===== config.mk =====
export PLATFORM = sky130hd
export DESIGN_NAME = led_sink_fault_detect
export DESIGN_NICKNAME = d
export VERILOG_FILES = /design/src/hdl/led_sink_pkg.sv /design/src/hdl/led_sink_fault_detect.sv
export VERILOG_INCLUDE_DIRS = /design/src /design/src/hdl
export SDC_FILE = /design/constraint.sdc
export NUM_CORES = 1
export LEC_CHECK = 0
export ABC_AREA = 1
export BUFFER_PORTS_ARGS = -buffer_cell sky130_fd_sc_hd__buf_2
export CAP_MARGIN = 40
export CORE_ASPECT_RATIO = 0.7
export CORE_MARGIN = 3
export CORE_UTILIZATION = 40
export DETAILED_ROUTE_END_ITERATION = 10
export SLEW_MARGIN = 20
export SYNTH_ARGS = -nofsm -noshare
export SYNTH_HDL_FRONTEND = slang
export SYNTH_SLANG_ARGS = --single-unit

===== constraint.sdc =====
create_clock -name i_clock -period 2.3 [get_ports i_clock]
set_input_delay 0.23 -clock i_clock [delete_from_list [all_inputs] [get_ports i_clock]]
set_output_delay 0.23 -clock i_clock [all_outputs]
set_load 0.01 [all_outputs]

===== src/hdl/led_sink_consts.svh =====
`ifndef LED_SINK_CONSTS_SVH
`define LED_SINK_CONSTS_SVH
// Wishbone byte addresses
`define ADR_CTRL 8'h00
`define ADR_STATUS 8'h04
`define ADR_REPORT 8'h08
`define ADR_IMAGE 8'h0c
// Control reset: detection decoding enabled
`define CTRL_RST 1'h1
// Shift-clock counts that pick a sequence
`define CNT_OPEN 3'h1
`define CNT_GND 3'h2
`define CNT_SHORT 3'h3
`define CNT_CMD 3'h4
`define CNT_MAX 3'h7
// Thermal flag slots in the command shift register
`define WARM_POS 9
`define HOT_POS 8
`define SHUT_POS 7
// Channel stagger: unit delay in ns, clock in MHz
`define UNIT_NS 3
`define CLK_MHZ 100
`define UNIT_CYC ((`UNIT_NS * `CLK_MHZ + 999) / 1000)
`define PIPE_LEN (3 * `UNIT_CYC)
`endif


===== src/hdl/led_sink_pkg.sv =====
package led_sink_pkg;
  // Gray along idle, count, smart1, smart2, run
  typedef enum logic [2:0] {
    ST_IDLE = 3'h0,
    ST_COUNT = 3'h1,
    ST_SMART1 = 3'h3,
    ST_SMART2 = 3'h2,
    ST_RUN = 3'h6
  } seq_state_t;
  // Equal to the shift-clock count that selects it
  typedef enum logic [1:0] {
    DET_NONE = 2'h0,
    DET_OPEN = 2'h1,
    DET_GND = 2'h2,
    DET_SHORT = 2'h3
  } det_type_t;
endpackage


===== src/hdl/led_sink_fault_detect.sv =====
// The implementer's own choices: the Wishbone interface to the registers and the register offsets.
`timescale 1ns/100ps
`include "led_sink_consts.svh"
// Notes on behaviour
// - One clock edge, strobe high: realtime open
// - Three edges, strobe high: realtime short
// - Two edges, strobe high: realtime ground short
// - One edge, two strobe falls: smart open
// - Three edges, two strobe falls: smart short
// - Two edges, two strobe falls: smart ground
// - Fault results loaded into shift register
// - Realtime open/short tests lit channels only
// - Unlit or blanked channels report zero
// - Ground test on unlit channels, low flags
// - Lit channels or unblanked report zero
// - Plain latching shifts image data out
// - Open: driven channel reading below threshold
// - Short: lit channel reading above supply
// - Smart open/short: test current till clock
// - Smart short: off channel above supply
// - Blank input ignored by smart detection
// - Smart ground: outputs off till clock
// - Four groups, unit stagger within group
// - Warm flag shifted out in command mode
// - Hot shuts outputs, resumes below warm
// - Thermal flags only in command mode
// - Four edges then strobe fall: command mode
// - Strobe rise latches image, one lights
module led_sink_fault_detect (
  input wire logic i_clock,
  input wire logic i_reset,
  input wire logic i_shift_clk,
  input wire logic i_serial_in,
  input wire logic i_strobe_n,
  input wire logic i_blank,
  input wire logic [15:0] i_chan_low,
  input wire logic [15:0] i_chan_high,
  input wire logic i_temp_warm,
  input wire logic i_temp_hot,
  input wire logic i_wb_cyc,
  input wire logic i_wb_stb,
  input wire logic i_wb_we,
  input wire logic [7:0] i_wb_adr,
  input wire logic [3:0] i_wb_sel,
  input wire logic [31:0] i_wb_dat,
  output logic o_wb_ack,
  output logic [31:0] o_wb_dat,
  output logic o_serial_out,
  output logic [15:0] o_sink_channels,
  output logic o_test_current,
  output logic o_shutdown
);
  led_sink_pkg::seq_state_t st_q;
  led_sink_pkg::det_type_t type_q;
  logic clk_q, stb_q;
  logic [2:0] cnt_q;
  logic [15:0] sh_q, img_q, report_q;
  logic [15:0] low_m_q, low_s_q, high_m_q, high_s_q;
  logic [1:0] tmp_m_q, tmp_s_q;
  logic cmd_q, shut_q, ctrl_q, ack_q;
  logic [31:0] dat_q;
  logic [15:0] pipe_q [0:`PIPE_LEN-1];
  logic [15:0] target, sink_d, rt_rep, sm_rep, sh_shift;
  logic [31:0] rd_d;
  logic clk_rise, stb_rise, stb_fall;
  logic rt_load, sm_load, cmd_enter, cnt_det, run;
  logic wb_req;

  // Pins arrive synchronous; one stage for edges
  always_ff @(posedge i_clock) begin
    if (i_reset) begin
      clk_q <= 1'b0;
      stb_q <= 1'b1;
    end else begin
      clk_q <= i_shift_clk;
      stb_q <= i_strobe_n;
    end
  end
  assign clk_rise = i_shift_clk & ~clk_q;
  assign stb_rise = i_strobe_n & ~stb_q;
  assign stb_fall = ~i_strobe_n & stb_q;

  // Comparators and sensor are analog, two flops each
  always_ff @(posedge i_clock) begin
    if (i_reset) begin
      low_m_q <= 16'h0000;
      low_s_q <= 16'h0000;
      high_m_q <= 16'h0000;
      high_s_q <= 16'h0000;
      tmp_m_q <= 2'h0;
      tmp_s_q <= 2'h0;
    end else begin
      low_m_q <= i_chan_low;
      low_s_q <= low_m_q;
      high_m_q <= i_chan_high;
      high_s_q <= high_m_q;
      tmp_m_q <= {i_temp_hot, i_temp_warm};
      tmp_s_q <= tmp_m_q;
    end
  end

  // Sequence decode events
  assign cnt_det = (cnt_q >= `CNT_OPEN) && (cnt_q <= `CNT_SHORT) && ctrl_q;
  assign rt_load = (st_q == led_sink_pkg::ST_COUNT) && stb_fall && cnt_det && !i_shift_clk;
  assign cmd_enter = (st_q == led_sink_pkg::ST_COUNT) && stb_fall && (cnt_q == `CNT_CMD);
  assign run = (st_q == led_sink_pkg::ST_RUN);
  assign sm_load = run && clk_rise;

  // Edge counter and detection state
  always_ff @(posedge i_clock) begin
    if (i_reset) begin
      st_q <= led_sink_pkg::ST_IDLE;
      cnt_q <= 3'h0;
      type_q <= led_sink_pkg::DET_NONE;
    end else begin
      unique case (st_q)
        led_sink_pkg::ST_IDLE: begin
          cnt_q <= 3'h0;
          if (stb_rise) begin
            st_q <= led_sink_pkg::ST_COUNT;
          end
        end
        led_sink_pkg::ST_COUNT: begin
          // Count saturates so long bursts never alias
          if (clk_rise && cnt_q != `CNT_MAX) begin
            cnt_q <= cnt_q + 3'h1;
          end
          if (stb_fall) begin
            type_q <= led_sink_pkg::det_type_t'(cnt_q[1:0]);
            if (cnt_det && i_shift_clk) begin
              st_q <= led_sink_pkg::ST_SMART1;
            end else begin
              st_q <= led_sink_pkg::ST_IDLE;
            end
          end
        end
        led_sink_pkg::ST_SMART1: begin
          // Any clock edge here aborts the smart request
          if (clk_rise) begin
            st_q <= led_sink_pkg::ST_IDLE;
          end else if (stb_rise) begin
            st_q <= led_sink_pkg::ST_SMART2;
          end
        end
        led_sink_pkg::ST_SMART2: begin
          if (clk_rise) begin
            st_q <= led_sink_pkg::ST_IDLE;
          end else if (stb_fall) begin
            st_q <= i_shift_clk ? led_sink_pkg::ST_RUN : led_sink_pkg::ST_IDLE;
          end
        end
        led_sink_pkg::ST_RUN: begin
          if (clk_rise) begin
            st_q <= led_sink_pkg::ST_IDLE;
          end
        end
        default: begin
          st_q <= led_sink_pkg::ST_IDLE;
        end
      endcase
    end
  end

  // Realtime report; blank gates per test kind
  always_comb begin
    unique case (cnt_q[1:0])
      2'h1: rt_rep = img_q & {16{~i_blank}} & low_s_q;
      2'h2: rt_rep = ~img_q & {16{i_blank}} & low_s_q;
      2'h3: rt_rep = img_q & {16{~i_blank}} & high_s_q;
      default: rt_rep = 16'h0000;
    endcase
  end

  // Smart report never looks at blank
  always_comb begin
    unique case (type_q)
      led_sink_pkg::DET_SHORT: sm_rep = ~img_q & high_s_q;
      led_sink_pkg::DET_NONE: sm_rep = 16'h0000;
      default: sm_rep = low_s_q;
    endcase
  end
  assign sh_shift = {sh_q[14:0], i_serial_in};

  // Shift register; a load replaces that clock's shift
  always_ff @(posedge i_clock) begin
    if (i_reset) begin
      sh_q <= 16'h0000;
    end else if (rt_load) begin
      sh_q <= rt_rep;
    end else if (sm_load) begin
      sh_q <= sm_rep;
    end else if (cmd_enter) begin
      sh_q <= 16'h0000;
      sh_q[`WARM_POS] <= tmp_s_q[0];
      sh_q[`HOT_POS] <= tmp_s_q[1];
      sh_q[`SHUT_POS] <= shut_q;
    end else if (clk_rise) begin
      sh_q <= sh_shift;
    end
  end

  // Last report kept for software
  always_ff @(posedge i_clock) begin
    if (i_reset) begin
      report_q <= 16'h0000;
    end else if (rt_load) begin
      report_q <= rt_rep;
    end else if (sm_load) begin
      report_q <= sm_rep;
    end
  end

  // Mode and image latch; command bits themselves unused
  always_ff @(posedge i_clock) begin
    if (i_reset) begin
      cmd_q <= 1'b0;
      img_q <= 16'h0000;
    end else if (cmd_enter) begin
      cmd_q <= 1'b1;
    end else if (stb_rise && st_q == led_sink_pkg::ST_IDLE) begin
      if (cmd_q) begin
        cmd_q <= 1'b0;
      end else begin
        img_q <= sh_q;
      end
    end
  end

  // Shutdown holds until the warm level clears
  always_ff @(posedge i_clock) begin
    if (i_reset) begin
      shut_q <= 1'b0;
    end else if (tmp_s_q[1]) begin
      shut_q <= 1'b1;
    end else if (!tmp_s_q[0]) begin
      shut_q <= 1'b0;
    end
  end

  // Drive request before stagger
  always_comb begin
    if (shut_q || (run && type_q == led_sink_pkg::DET_GND)) begin
      target = 16'h0000;
    end else if (run) begin
      target = 16'hffff;
    end else begin
      target = img_q & {16{~i_blank}};
    end
  end

  // Stagger pipe; turn-off is immediate
  always_ff @(posedge i_clock) begin
    if (i_reset) begin
      for (int k = 0; k < `PIPE_LEN; k++) begin
        pipe_q[k] <= 16'h0000;
      end
    end else begin
      pipe_q[0] <= target;
      for (int k = 1; k < `PIPE_LEN; k++) begin
        pipe_q[k] <= pipe_q[k-1];
      end
    end
  end
  for (genvar n = 0; n < 16; n++) begin : g_stag
    localparam int P = (n % 4) * `UNIT_CYC;
    if (P == 0) begin : g_now
      assign sink_d[n] = target[n];
    end else begin : g_dly
      assign sink_d[n] = target[n] & pipe_q[P-1][n];
    end
  end

  // Registered pin outputs
  always_ff @(posedge i_clock) begin
    if (i_reset) begin
      o_sink_channels <= 16'h0000;
      o_test_current <= 1'b0;
      o_serial_out <= 1'b0;
      o_shutdown <= 1'b0;
    end else begin
      o_sink_channels <= sink_d;
      o_test_current <= run && type_q != led_sink_pkg::DET_GND && !shut_q;
      o_serial_out <= cmd_q ? sh_q[`WARM_POS] : sh_q[15];
      o_shutdown <= shut_q;
    end
  end

  // Wishbone slave, one wait state, unmapped reads zero
  assign wb_req = i_wb_cyc && i_wb_stb && !ack_q;
  always_comb begin
    unique case (i_wb_adr)
      `ADR_CTRL: rd_d = {31'h0, ctrl_q};
      `ADR_STATUS: rd_d = {25'h0, shut_q, tmp_s_q, cmd_q, st_q};
      `ADR_REPORT: rd_d = {16'h0, report_q};
      `ADR_IMAGE: rd_d = {16'h0, img_q};
      default: rd_d = 32'h0;
    endcase
  end
  always_ff @(posedge i_clock) begin
    if (i_reset) begin
      ack_q <= 1'b0;
      dat_q <= 32'h0;
      ctrl_q <= `CTRL_RST;
    end else begin
      ack_q <= wb_req;
      dat_q <= wb_req ? rd_d : 32'h0;
      if (wb_req && i_wb_we && i_wb_sel[0] && i_wb_adr == `ADR_CTRL) begin
        ctrl_q <= i_wb_dat[0];
      end
    end
  end
  assign o_wb_ack = ack_q;
  assign o_wb_dat = dat_q;

  logic [15:0] rt_open_v, rt_gnd_v, rt_short_v;
  assign rt_open_v = img_q & {16{~i_blank}} & low_s_q;
  assign rt_gnd_v = ~img_q & {16{i_blank}} & low_s_q;
  assign rt_short_v = img_q & {16{~i_blank}} & high_s_q;
endmodule


==> flow_summary.json <==
{
  "status": "complete, no violations",
  "synth_compound_area_share_pct": 6.46,
  "cp_data_arrival_time_ns": 2.37,
  "ys_warn_count": 0,
  "clkTransAtPathRegs_ns": 0.07,
  "antenna_found_initial": 0,
  "grt-ovfl-total": 0,
  "clockBufferDepth": 2,
  "syn_inst": 1184,
  "worstSetupEndpointType": "register",
  "ir_drop_v": 0.000492,
  "p_leak_nw": 4.82,
  "largest_register_ffs": 24,
  "drc": 0,
  "startpoint_type": "register",
  "worstMarginPinSlew_ns": 0.618,
  "min_from": "i_chan_low[6]",
  "clock_sinks": 189,
  "fin_crit_sh_pct": 86.6,
  "use_met2_pct": 31.0,
  "die_w_um": 178,
  "io_buffers": 88,
  "worst_hold_path_type": "in -> reg",
  "fin_crit_ns": 1.99,
  "slew_headroom_pct": 58.7,
  "grt_max_degree": 87,
  "regArea_um2": 3780,
  "syn_area_per_cell_um2": 7.02,
  "final_nets": 1384,
  "antenna_left": 0,
  "n_fill_cell": 2068,
  "ctsHoldBuffers": 26,
  "finalWirelength_mm": 22.7,
  "multi_input_area_um2": 3330,
  "layout_common_cells": "274 x nand2_1, 210 x inv_1, 189 x dfxtp_1",
  "synthDistinctLibCells": 35,
  "grt_pass1_wl_mm": 36.5,
  "power-per-cell-area_nw_per_um2": 759,
  "yosys.area_share.simple_pct": 31.6,
  "cts_resized": 0,
  "globalplace.congestion": 0.853,
  "syn2layout_area_growth_pct": 17.8,
  "r2r_slack_ns": 0.31,
  "dr_total_vias": 7423,
  "busiest_layer": "met2",
  "dp_hpwl_mm": 16.1,
  "ctsHtreeMaxLevel": 4,
  "met3_usage_pct": 5.18,
  "row_count": 43,
  "synthXorXnorAreaFrac_pct": 0,
  "setup_violations": 0,
  "seq_area_frac_synth_pct": 45.5,
  "io_pins": 139,
  "postCtsSetupRepairBufs": 0,
  "drt-vias-per-instance": 4.73,
  "die_h_um": 127,
  "required_ns": 2.67,
  "grt_pass1_vias": 7038,
  "max_freq_mhz": 502,
  "clk_latency_ns": 0.43,
  "rsz0062_at_grt": "no",
  "maxCapViolCount": 0,
  "ff2ff_path_depth": 11,
  "syn_area_um2": 8310,
  "cts_tree": "yes",
  "largest-register": "pipe_q",
  "hold_violations": 0,
  "cts-buffers-inserted": 17,
  "initial_core_util_pct": 41.3,
  "root_buffer": "clkbuf_16",
  "mostFrequentLayoutCell": "nand2_1",
  "drive_above_1_share_pct": 13.5,
  "synth_top_family_by_area": "simple AND/OR/NAND/NOR gates",
  "core_um2": 20100,
  "critPathLaunch": "cnt_q[0]",
  "slew_violations": 0,
  "timing.rr.start": "cnt_q[0]",
  "power_mw": 7.43,
  "dr.first_iter.drc_count": 715,
  "firstDrtPassIters": 5,
  "crit_type": "reg -> reg",
  "synthAdderAreaFrac_pct": 1.36,
  "ys_ff_latch": 189,
  "fin_skew_ns": 0.00947,
  "die-area_um2": 22600,
  "cp_max_fo": 20,
  "grt_util_met1_pct": 29.9,
  "wl_per_cell_um": 14.5,
  "synthMuxAreaShare_pct": 0,
  "min_path_cells": 3,
  "n_antenna_cell": 0,
  "gr-usage-all-layers_pct": 20.8,
  "setup_tns_ns": 0
}
==> through the flow <==
| stage | setup slack, ns | util (%) | cells | hold WS, ns | cell area [um^2] |
|---|---|---|---|---|---|
| after floorplan | 0.652 | - | 1199 | 0.335 | 8370 |
| after global placement | 0.380 | 44.5 | 1513 | 0.389 | 8950 |
| after detailed placement | 0.344 | 44.5 | 1513 | 0.392 | 8950 |
| after CTS | 0.332 | 48.7 | 1569 | 0.00307 | 9790 |
| after global routing | 0.0723 | 48.7 | 1569 | 0.00166 | 9790 |
| final | 0.308 | 48.7 | 1569 | 0.0140 | 9790 |
==> report_power, final <==
| group | leakage [nW] | switching, mW | internal (mW) | total (mW) |
|---|---|---|---|---|
| combinational | 2.99 | 0.613 | 0.316 | 0.929 |
| sequential | 1.54 | 0.137 | 3.43 | 3.56 |
| clock | 0.285 | 1.26 | 1.68 | 2.94 |
| total | 4.82 | 2.01 | 5.42 | 7.43 |
==> worst max-delay path, stage by stage, from the launching register on <==
cell and delay (ns):
dfxtp_1 0.47, ha_1 0.22, buf_4 0.31, nor2_2 0.05, buf_4 0.22, nor2_1 0.14, nand2_1 0.06, nand2_1 0.09
nand2_1 0.07, nor2_2 0.12, nor2_1 0.06, a21oi_2 0.11
==> path summary, 6_finish.rpt <==
| path | end |
|---|---|
| setup reg to reg | sh_q[8] |
| setup / recovery | sh_q[8] |
| hold reg to reg | pipe_q[0][22] |
| hold / removal | low_m_q[6] |
==> metal layers <==
metal,up-vias,share of wire (%)
met4,0,1.8
li1,3758,-
met5,-,0
met3,27,8.5
met2,256,42
met1,3382,48
==> cells by family (layout without fill, tap and decap cells) <==
kind of cell             count (synthesis)  after routing
flip-flops                             189            189
AND/OR/NAND/NOR                        600            600
adder cells (fa/ha/maj)                  9              9
other                                    1             16
AO/OA/AOI/OAI                          100            100
buffers and inverters                  285            385
==> cell type report <==
class	instances	share of cell area, %
well taps	270	3.45
clock inverters	9	1.15
repair buffers	141	9.74
clock buffers	21	4.80
flip-flops and latches	189	38.6
inverters	214	8.20
multi-input cells	725	34.0
==> synth_stat cells <==
cell type,n,share of area [%]
buf_2,12,0.72
a22o_1,1,0.11
o21ai_0,27,1.6
nand3b_1,2,0.18
buf_4,24,2.2
nand4_1,6,0.45
buf_6,10,1.4
nand2_1,274,12
nand3_4,1,0.21
nor2_1,163,7.4
nand2_4,2,0.27
inv_1,210,9.5
nand3_2,3,0.36
or2_1,1,0.075
inv_2,3,0.14
clkinv_1,1,0.045
nor3b_1,12,1.1
nor3_2,2,0.24
conb_1,1,0.045
o22ai_1,17,1.3
o21ai_1,1,0.060
nor4_1,1,0.075
nor4_2,1,0.15
nor2_4,4,0.54
nor2_2,10,0.75
a21oi_2,3,0.32
nand3_1,116,7.0
buf_1,4,0.18
dfxtp_1,189,46
ha_1,9,1.4
clkbuf_2,1,0.060
clkbuf_1,20,0.90
nor2_8,1,0.24
nor3_4,1,0.20
a21oi_1,51,3.1
Note: power is estimated with default switching activity, not from simulation.
